### src/rtl/sdrg_map.vh
// constants for the delta-sigma rate generator
// assumes inclusion by the rate generator design files only
`ifndef SDRG_MAP_VH
`define SDRG_MAP_VH

// ****************************************************************
// timing
// ****************************************************************
`define SDRG_MOD_DIV        6
`define SDRG_OSR            64
`define SDRG_ORDER          5
`define SDRG_VALID_PULSE    6
`define SDRG_ACC_W          32
`define SDRG_RES_W          24
`define SDRG_LOW_CYCLES     8
`define SDRG_ZERO32         32'h0000_0000

`endif

### src/rtl/sdrg_sinc_stage.v
// one integrator and one comb of the sinc decimator
// assumes a sample strobe and a decimation strobe from the rate counter
`timescale 1ns/1ps
`default_nettype none

module sdrg_sinc_stage #(
    parameter W = 32
) (
    input  wire         ref_clk,
    input  wire         arst_n,
    input  wire         smp_stb,
    input  wire         dec_stb,
    input  wire [W-1:0] int_in,
    input  wire [W-1:0] comb_in,
    output reg  [W-1:0] int_q,
    output reg  [W-1:0] comb_q
);

    reg [W-1:0] dly_q;

    // comb is combinational so the chain adds no decimated-rate latency
    always @* begin
        comb_q = comb_in - dly_q;
    end

    always @(posedge ref_clk or negedge arst_n) begin
        if (!arst_n) begin
            int_q <= {W{1'b0}};
            dly_q <= {W{1'b0}};
        end else begin
            if (smp_stb) begin
                int_q <= int_q + int_in;
            end
            if (dec_stb) begin
                dly_q <= comb_in;
            end
        end
    end

endmodule

`default_nettype wire

### src/rtl/sdrg_rate_gen.v
// conversion timing and result delivery of a delta-sigma converter
// assumes mod_bit is the modulator output, sampled on each modulator tick
//
// Behaviour
// - the modulator clock is the system clock divided by a fixed six.
// - each result spans a fixed 64 modulator samples.
// - at 16 MHz the modulator runs near 2.667 MHz and results near 41.667 kHz.
// - the result rate scales directly with the system clock.
// - all sampling and conversion timing runs on the system clock.
// - a fifth-order sinc decimator filters the bitstream into the output register.
// - after each new result the data-out/ready line is driven low.
// - the filter needs five conversions to settle after an input step.
// - ready pulses from the first conversion, only the sixth onward is valid.
`timescale 1ns/1ps
`default_nettype none
`include "sdrg_map.vh"

module sdrg_rate_gen #(
    parameter MOD_DIV    = `SDRG_MOD_DIV,
    parameter OSR        = `SDRG_OSR,
    parameter LOW_CYCLES = `SDRG_LOW_CYCLES
) (
    input  wire                    ref_clk,
    input  wire                    arst_n,
    input  wire                    mod_bit,
    output reg                     mod_clk_q,
    output reg                     data_out_ready_line_q,
    output reg                     result_valid_q,
    output reg  [`SDRG_RES_W-1:0]  result_q
);

    localparam AW = `SDRG_ACC_W;

    // ****************************************************************
    // prescaler and decimation counters
    // ****************************************************************
    reg [7:0] pre_q;
    reg [7:0] dec_q;
    reg [3:0] conv_q;
    reg [7:0] low_q;
    wire smp_stb = (pre_q == MOD_DIV - 1);
    wire dec_stb = smp_stb && (dec_q == OSR - 1);

    always @(posedge ref_clk or negedge arst_n) begin
        if (!arst_n) begin
            pre_q     <= 8'h00;
            dec_q     <= 8'h00;
            mod_clk_q <= 1'b0;
        end else begin
            pre_q     <= smp_stb ? 8'h00 : pre_q + 8'h01;
            mod_clk_q <= (pre_q < MOD_DIV / 2);
            if (smp_stb) begin
                dec_q <= (dec_q == OSR - 1) ? 8'h00 : dec_q + 8'h01;
            end
        end
    end

    // ****************************************************************
    // fifth-order sinc decimator
    // ****************************************************************
    wire [AW-1:0] int_o  [0:`SDRG_ORDER-1];
    wire [AW-1:0] comb_o [0:`SDRG_ORDER-1];
    wire [AW-1:0] in_bit = {{(AW-1){1'b0}}, mod_bit};

    genvar g;
    generate
        for (g = 0; g < `SDRG_ORDER; g = g + 1) begin : stg
            wire [AW-1:0] int_src;
            wire [AW-1:0] comb_src;
            // first stage takes the bitstream and the last integrator
            if (g == 0) begin : head
                assign int_src  = in_bit;
                assign comb_src = int_o[`SDRG_ORDER-1];
            end else begin : tail
                assign int_src  = int_o[g-1];
                assign comb_src = comb_o[g-1];
            end
            sdrg_sinc_stage #(
                .W (AW)
            ) u_stage (
                .ref_clk (ref_clk),
                .arst_n  (arst_n),
                .smp_stb (smp_stb),
                .dec_stb (dec_stb),
                .int_in  (int_src),
                .comb_in (comb_src),
                .int_q   (int_o[g]),
                .comb_q  (comb_o[g])
            );
        end
    endgenerate

    // ****************************************************************
    // output register, ready line and settling count
    // ****************************************************************
    always @(posedge ref_clk or negedge arst_n) begin
        if (!arst_n) begin
            result_q              <= {`SDRG_RES_W{1'b0}};
            data_out_ready_line_q <= 1'b1;
            result_valid_q        <= 1'b0;
            conv_q                <= 4'h0;
            low_q                 <= 8'h00;
        end else begin
            if (dec_stb) begin
                // gain is 64^5 = 2^30, keep the top 24 of 31 bits
                result_q <= comb_o[`SDRG_ORDER-1][AW-2:AW-1-`SDRG_RES_W];
                data_out_ready_line_q <= 1'b0;
                low_q <= LOW_CYCLES[7:0];
                if (conv_q != `SDRG_VALID_PULSE) begin
                    conv_q <= conv_q + 4'h1;
                end
                result_valid_q <= (conv_q + 4'h1 >= `SDRG_VALID_PULSE);
            end else if (low_q != 8'h00) begin
                low_q <= low_q - 8'h01;
                data_out_ready_line_q <= (low_q == 8'h01);
            end
        end
    end

endmodule

`default_nettype wire

### config.mk
export PLATFORM = sky130hd
export DESIGN_NAME = sdrg_rate_gen
export DESIGN_NICKNAME = d
export VERILOG_FILES = /design/src/rtl/sdrg_sinc_stage.v /design/src/rtl/sdrg_rate_gen.v
export VERILOG_INCLUDE_DIRS = /design/src /design/src/rtl
export SDC_FILE = /design/constraint.sdc
export NUM_CORES = 1
export LEC_CHECK = 0
export BUFFER_PORTS_ARGS = -buffer_cell sky130_fd_sc_hd__buf_4
export CAP_MARGIN = 20
export CORE_MARGIN = 1
export CORE_UTILIZATION = 47
export CTS_CLUSTER_SIZE = 25
export DETAILED_ROUTE_END_ITERATION = 7
export GPL_ROUTABILITY_DRIVEN = 1
export GPL_TIMING_DRIVEN = 0
export SLEW_MARGIN = 20
export SYNTH_ARGS = -nofsm -noshare
export SYNTH_HDL_FRONTEND = slang
export SYNTH_SLANG_ARGS = --single-unit
### constraint.sdc
create_clock -name ref_clk -period 7.4 [get_ports ref_clk]
set_input_delay 0.74 -clock ref_clk [delete_from_list [all_inputs] [get_ports ref_clk]]
set_output_delay 0.74 -clock ref_clk [all_outputs]
set_load 0.02 [all_outputs]
==> results of run 1 <==
-- per-layer routing --
layer  wire length [um]  share of wire (%)
met5                  0                  0
met4               2610                3.7
met3               2200                3.1
met2              35700                 50
met1              30600                 43
-- placed cells by master (no fill, tap or decap), drive strengths merged, types with 6 or more instances in the layout --
cell	count
a21boi	16
nand2b	38
o21ai	387
nand2	416
fa	8
inv	245
o31ai	24
mux2	19
and4	9
buf	147
xor2	105
nor2	125
nor4	8
o21bai	29
nor2b	25
nor3	37
nand3	58
o41ai	6
a21oi	205
a31o	6
and3	39
or2	12
a211o	6
nor3b	7
clkinv	10
a211oi	17
a41oi	7
a21o	133
a31oi	18
or3	15
dfrtp	364
xnor2	160
ha	279
o211ai	7
nand4	24
clkbuf	141
o21a	26
and2	6
-- through the flow --
step	util (%)	instance area, sq um	hold slack, ns	worst slack, ns
after floorplan	-	26200	0.438	-0.261
after global placement	50.3	27300	0.457	-1.87
after detailed placement	50.5	27400	0.460	-1.97
after CTS	55.2	30000	0.0693	-0.966
after global routing	58.1	31500	0.0946	-1.46
final	58.1	31500	0.0730	-0.990
-- cell type report --
cell class,instances,area (sq um)
multi-input combinational,2345,17500
buffer,74,279
inverter,244,918
clock inverter,14,151
timing repair buffer,144,1200
tap,739,925
clock buffer,70,1400
sequential,365,9140
fill,4762,22800
-- flip-flops by register name, indices dropped and copies added (netlist names) --
signal	flops
stg.u_stage.dly_q	155
stg.u_stage.int_q	155
result_q	24
dec_q	8
low_q	8
pre_q	8
conv_q	4
data_out_ready_line_q	1
mod_clk_q	1
result_valid_q	1
-- cell usage after synthesis (37+ instances only) --
master    count  area share (%)
inv_1       244             3.5
nand2_1     416             6.0
a21o_1      133             3.8
nor3_1       37            0.71
clkbuf_1     73             1.1
xnor2_1     160             5.4
nand3_1      58             1.1
o21ai_0     386             7.4
and3_1       39            0.94
nor2_1      125             1.8
dfrtp_1     364              35
xor2_1      105             3.5
nand2b_1     38            0.91
ha_1        279              13
a21oi_1     205             3.9
-- timing repair --
item / in CTS / in global routing
setup endpoints to repair: 26 / 23
pin swaps: 86 / 122
resized for setup: 118 / 214
buffers inserted: 53 / 59
-- final timing paths --
kind,start,to,slack [ns]
min reg2reg,pre_q[7],pre_q[7],0.47
min,arst_n,result_q[10],0.07
max reg2reg,stg[4].u_stage.int_q[0],result_q[23],-0.99
max in group asynchronous,arst_n,stg[1].u_stage.dly_q[15],6.18
max,stg[4].u_stage.int_q[0],result_q[23],-0.99
min in group ref_clk,pre_q[7],pre_q[7],0.47
-- cell families after synthesis --
group                      after synthesis  synth area share, %
DFF                                    365                 35.0
and+or+nand+nor                        836                 14.7
muxes                                   24                 1.01
xor gates and xnor gates               267                 9.09
buffers and inverters                  320                 4.61
AOI/OAI and AO/OA                      931                 21.5
adders and majority gates              287                 14.0
-- worst reg2reg max path: cells and delay by family (launching register included) --
kind	cells	cell delay, ns
AO/OA/AOI/OAI	22	3.88
adder cells (fa/ha/maj)	6	1.80
AND/OR/NAND/NOR	8	1.10
XOR/XNOR	6	1.07
flip-flops	1	0.37
buffers and inverters	1	0.08
==> flow_summary.yaml, run 1 <==
timing:
  max_freq_mhz: 119
  max_slew_margin_pct: 31.3
  clock_skew_ns: 0.0368
  worst_slack_ns: -0.990
  drv_slew: 0
  finalSetupViolCount: 10
  fin_crit_ns: 8.39
  finalCritPeriodShare_pct: 113
  tns_ns: -5.48
  rsz0062_at_grt: "yes"
  tightest_slew_ns: 1.03
  hold_viol: 0
clock_network:
  cts_inserted_buffers: 46
  clock_path_buffers: 3
  cts_sinks: 365
  cts_hold_buf: 0
  cts_tree: "built"
  cts-root-buf: "clkbuf_16"
  path_clk_slew_ns: 0.06
  clk_latency_ns: 0.60
  ctsHtreeMaxLevel: 2
finish:
  final_nets: 3510
  antenna_cells: 0
  layout-drive-gt1-share_pct: 15.8
  areaGrowthSynthToFinish_pct: 21.0
  layout.cells.non_filler: 3995
die:
  ios: 30
  die_area_sq_um: 56400
  die_y_um: 237
  die_w_um: 237
  core_area_sq_um: 54300
  rows: 85
  start_util_pct: 48.0
worst_setup_path:
  cp-end-kind: "register"
  worstPathMaxFanout: 4
  reg2regPathDepth: 43
  cp.buffers_inverters: 1
  critical_path_class: "reg -> reg"
  cp_top_family: "compound AO/OA/AOI/OAI gates"
  critPathSlowestCell: "a2111o_1"
  cp.depth: 43
  start_kind: "register"
  cp_common_cell: "a21oi_2"
  critical_path_required_ns: 7.85
  critPathMaxStageDelay_ns: 0.42
  crit_arrival_ns: 8.84
synthesis:
  netlist_instances: 3030
  yosysWarnings: 0
  syn_area_sq_um: 26100
  postSynthNetCount: 3320
  synth_top_flop_cell: "dfrtp_1"
  ys_ff_latch: 365
  synth.distinct_cells: 69
  syn_area_per_cell_sq_um: 8.60
  async_flop_share_pct: 100
  synth_edf_count: 0
  yosysSeqAreaShare_pct: 35.0
global_route:
  grt-ovfl-total: 0
  grt_use_total_pct: 24.8
  grt_pass1_wl_um: 113000
  use_met2_pct: 44.1
  grt_pass1_vias: 22071
  antenna_found_initial: 0
  grt_max_degree: 93
  grt.met3_usage_pct: 3.02
  top_usage_layer: "met2"
  met1_usage_pct: 30.6
run_status:
  violations: "setup timing"
  status: "finished, violations left"
place:
  dpl.hpwl_um: 51800
  numPortBuffers: 29
  gp_congestion: 0.883
  placedCellCount: 3802
routing:
  postRouteAntennaNets: 0
  drc: 0
  wire_per_inst_um: 17.8
  drtPass1Iterations: 5
  wirelength_um: 71000
  drt_iter0_drc: 1021
  drt-vias-per-instance: 5.62
  dr_total_vias: 22434
hold_path:
  hold_class: "in -> async"
flow_run:
  drv_cap: 0
Power of run 1 is left out: the tool's default activity adds up to more than one toggle a clock period on the data nets, which glitch-free logic cannot reach.
==> run 2, diff against run 1 <==
Clock period 7.4 ns to 7.47 ns, I/O delays scaled along.
==> flow_summary.yaml, run 2 (synthesis results as in run 1) <==
routing:
  drt_iter0_drc: 1058
  drtPass1Iterations: 7
  drc: 0
  postRouteAntennaNets: 0
  wire_per_inst_um: 17.7
  dr_total_vias: 22320
  wirelength_um: 70800
  drt-vias-per-instance: 5.57
timing:
  finalCritPeriodShare_pct: 113
  max_slew_margin_pct: 35.7
  drv_slew: 0
  worst_slack_ns: -0.984
  tightest_slew_ns: 0.965
  clock_skew_ns: 0.0243
  fin_crit_ns: 8.45
  rsz0062_at_grt: "yes"
  max_freq_mhz: 118
  finalSetupViolCount: 12
  hold_viol: 0
place:
  gp_congestion: 0.862
  numPortBuffers: 29
  place_area_sq_um: 27400
  dpl.hpwl_um: 51200
flow_run:
  drv_cap: 0
worst_setup_path:
  timing.rr.start: "stg[4].u_stage.int_q[0]"
  crit_arrival_ns: 8.90
  critical_path_required_ns: 7.91
  worstPathMaxFanout: 6
  endpoint: "result_q[23]"
  startpoint: "stg[4].u_stage.int_q[0]"
  reg2regPathDepth: 45
  cp-end-kind: "register"
  critPathMaxStageDelay_ns: 0.47
  reg2reg_slack_ns: -0.98
  cp_common_cell: "a21oi_2"
  r2r-end: "result_q[23]"
  critPathSlowestCell: "a2111o_1"
  start_kind: "register"
  critical_path_class: "reg -> reg"
global_route:
  grt_pass1_vias: 22233
  grt_max_degree: 97
  grt_use_total_pct: 24.8
  grt_pass1_wl_um: 113000
  antenna_found_initial: 0
  grt-ovfl-total: 0
finish:
  areaGrowthSynthToFinish_pct: 20.7
  layout-drive-gt1-share_pct: 15.6
  final_nets: 3520
  top_regs: "stg.u_stage.dly_q x155, stg.u_stage.int_q x155, result_q x24"
  antenna_cells: 0
  final_common_cell: "nand2_1"
  fin_area_sq_um: 31500
  layout_common_cells: "408 x nand2_1, 363 x dfrtp_1, 352 x o21ai_0, 245 x ha_1, 237 x inv_1"
hold_path:
  hold_class: "reg -> reg"
  min_path_cells: 1
  worstHoldStart: "dec_q[4]"
clock_network:
  cts_inserted_buffers: 46
  ctsHtreeMaxLevel: 2
  cts_sinks: 365
  path_clk_slew_ns: 0.06
  clk_latency_ns: 0.59
  clock_path_buffers: 3
  cts-root-buf: "clkbuf_16"
  cts_tree: "built"
die:
  die_y_um: 237
  rows: 85
  die_w_um: 237
  core_area_sq_um: 54300
  die_area_sq_um: 56400
  ios: 30
  start_util_pct: 48.0
run_status:
  violations: "setup timing"
  status: "finished, violations left"
## run 2: cell count changes in the layout (fill, tap and decap cells not counted), sizes merged
| cell | change |
|---|---|
| dlygate4sd3 | +1 |
| clkinv | +3 |
| buf | +9 |
| clkbuf | -9 |
| bufinv | +3 |
| clkinvlp | +2 |
## run 2: repair_timing
| action | in CTS | in global routing |
|---|---|---|
| resized for setup | 119 | 192 |
| setup buffers | 56 | 65 |
| endpoints found under the hold margin | 11 | 0 |
| pin swaps | 75 | 142 |
| setup endpoints to repair | 25 | 21 |
| hold buffers | 1 | 0 |
## run 2: worst min-delay path by stage
stage                               to  slack (ns)
2_1_floorplan                 pre_q[7]        0.44
3_3_place_gp                  pre_q[7]        0.45
3_5_place_dp                  dec_q[4]        0.46
4_1_cts        stg[0].u_stage.int_q[0]        0.45
5_1_grt                       dec_q[4]        0.48
6_report                      dec_q[4]        0.47
## run 2: area by class of cell
class | count | area [sq um]
fill | 4723 | 22900
timing repair buffer | 154 | 1290
buffer | 74 | 279
tap | 739 | 925
inverter | 244 | 918
sequential | 365 | 9140
multi-input combinational | 2345 | 17300
clock buffer | 61 | 1300
clock inverter | 22 | 269
## run 2: per-stage QoR
| stage | setup slack (ns) | instances | hold slack, ns | TNS (ns) | utilization [%] |
|---|---|---|---|---|---|
| after floorplan | -0.191 | 3030 | 0.438 | -0.403 | - |
| after global placement | -1.88 | 3798 | 0.454 | -19.37 | 50.3 |
| after detailed placement | -1.99 | 3802 | 0.459 | -21.28 | 50.5 |
| after CTS | -0.934 | 3942 | 0.449 | -5.13 | 55.3 |
| after global routing | -1.38 | 4004 | 0.479 | -10.30 | 57.9 |
| final | -0.984 | 4004 | 0.468 | -5.24 | 57.9 |
## run 2: worst max-delay path, delay by kind of cell, from the launching register on
kind	cells	cell delay [ns]
xor gates and xnor gates	6	1.15
AOI/OAI and AO/OA	25	4.03
adders and majority gates	6	1.81
DFF	1	0.36
and+or+nand+nor	5	0.68
buffers and inverters	3	0.26
## run 2: metal layers
metal / part of all wire, % / global-route usage (%)
met5: 0 / 0
met3: 3.2 / 3.12
met2: 50 / 44.1
met4: 3.8 / 9.99
met1: 43 / 30.4
Power of run 2 is left out for the same reason.
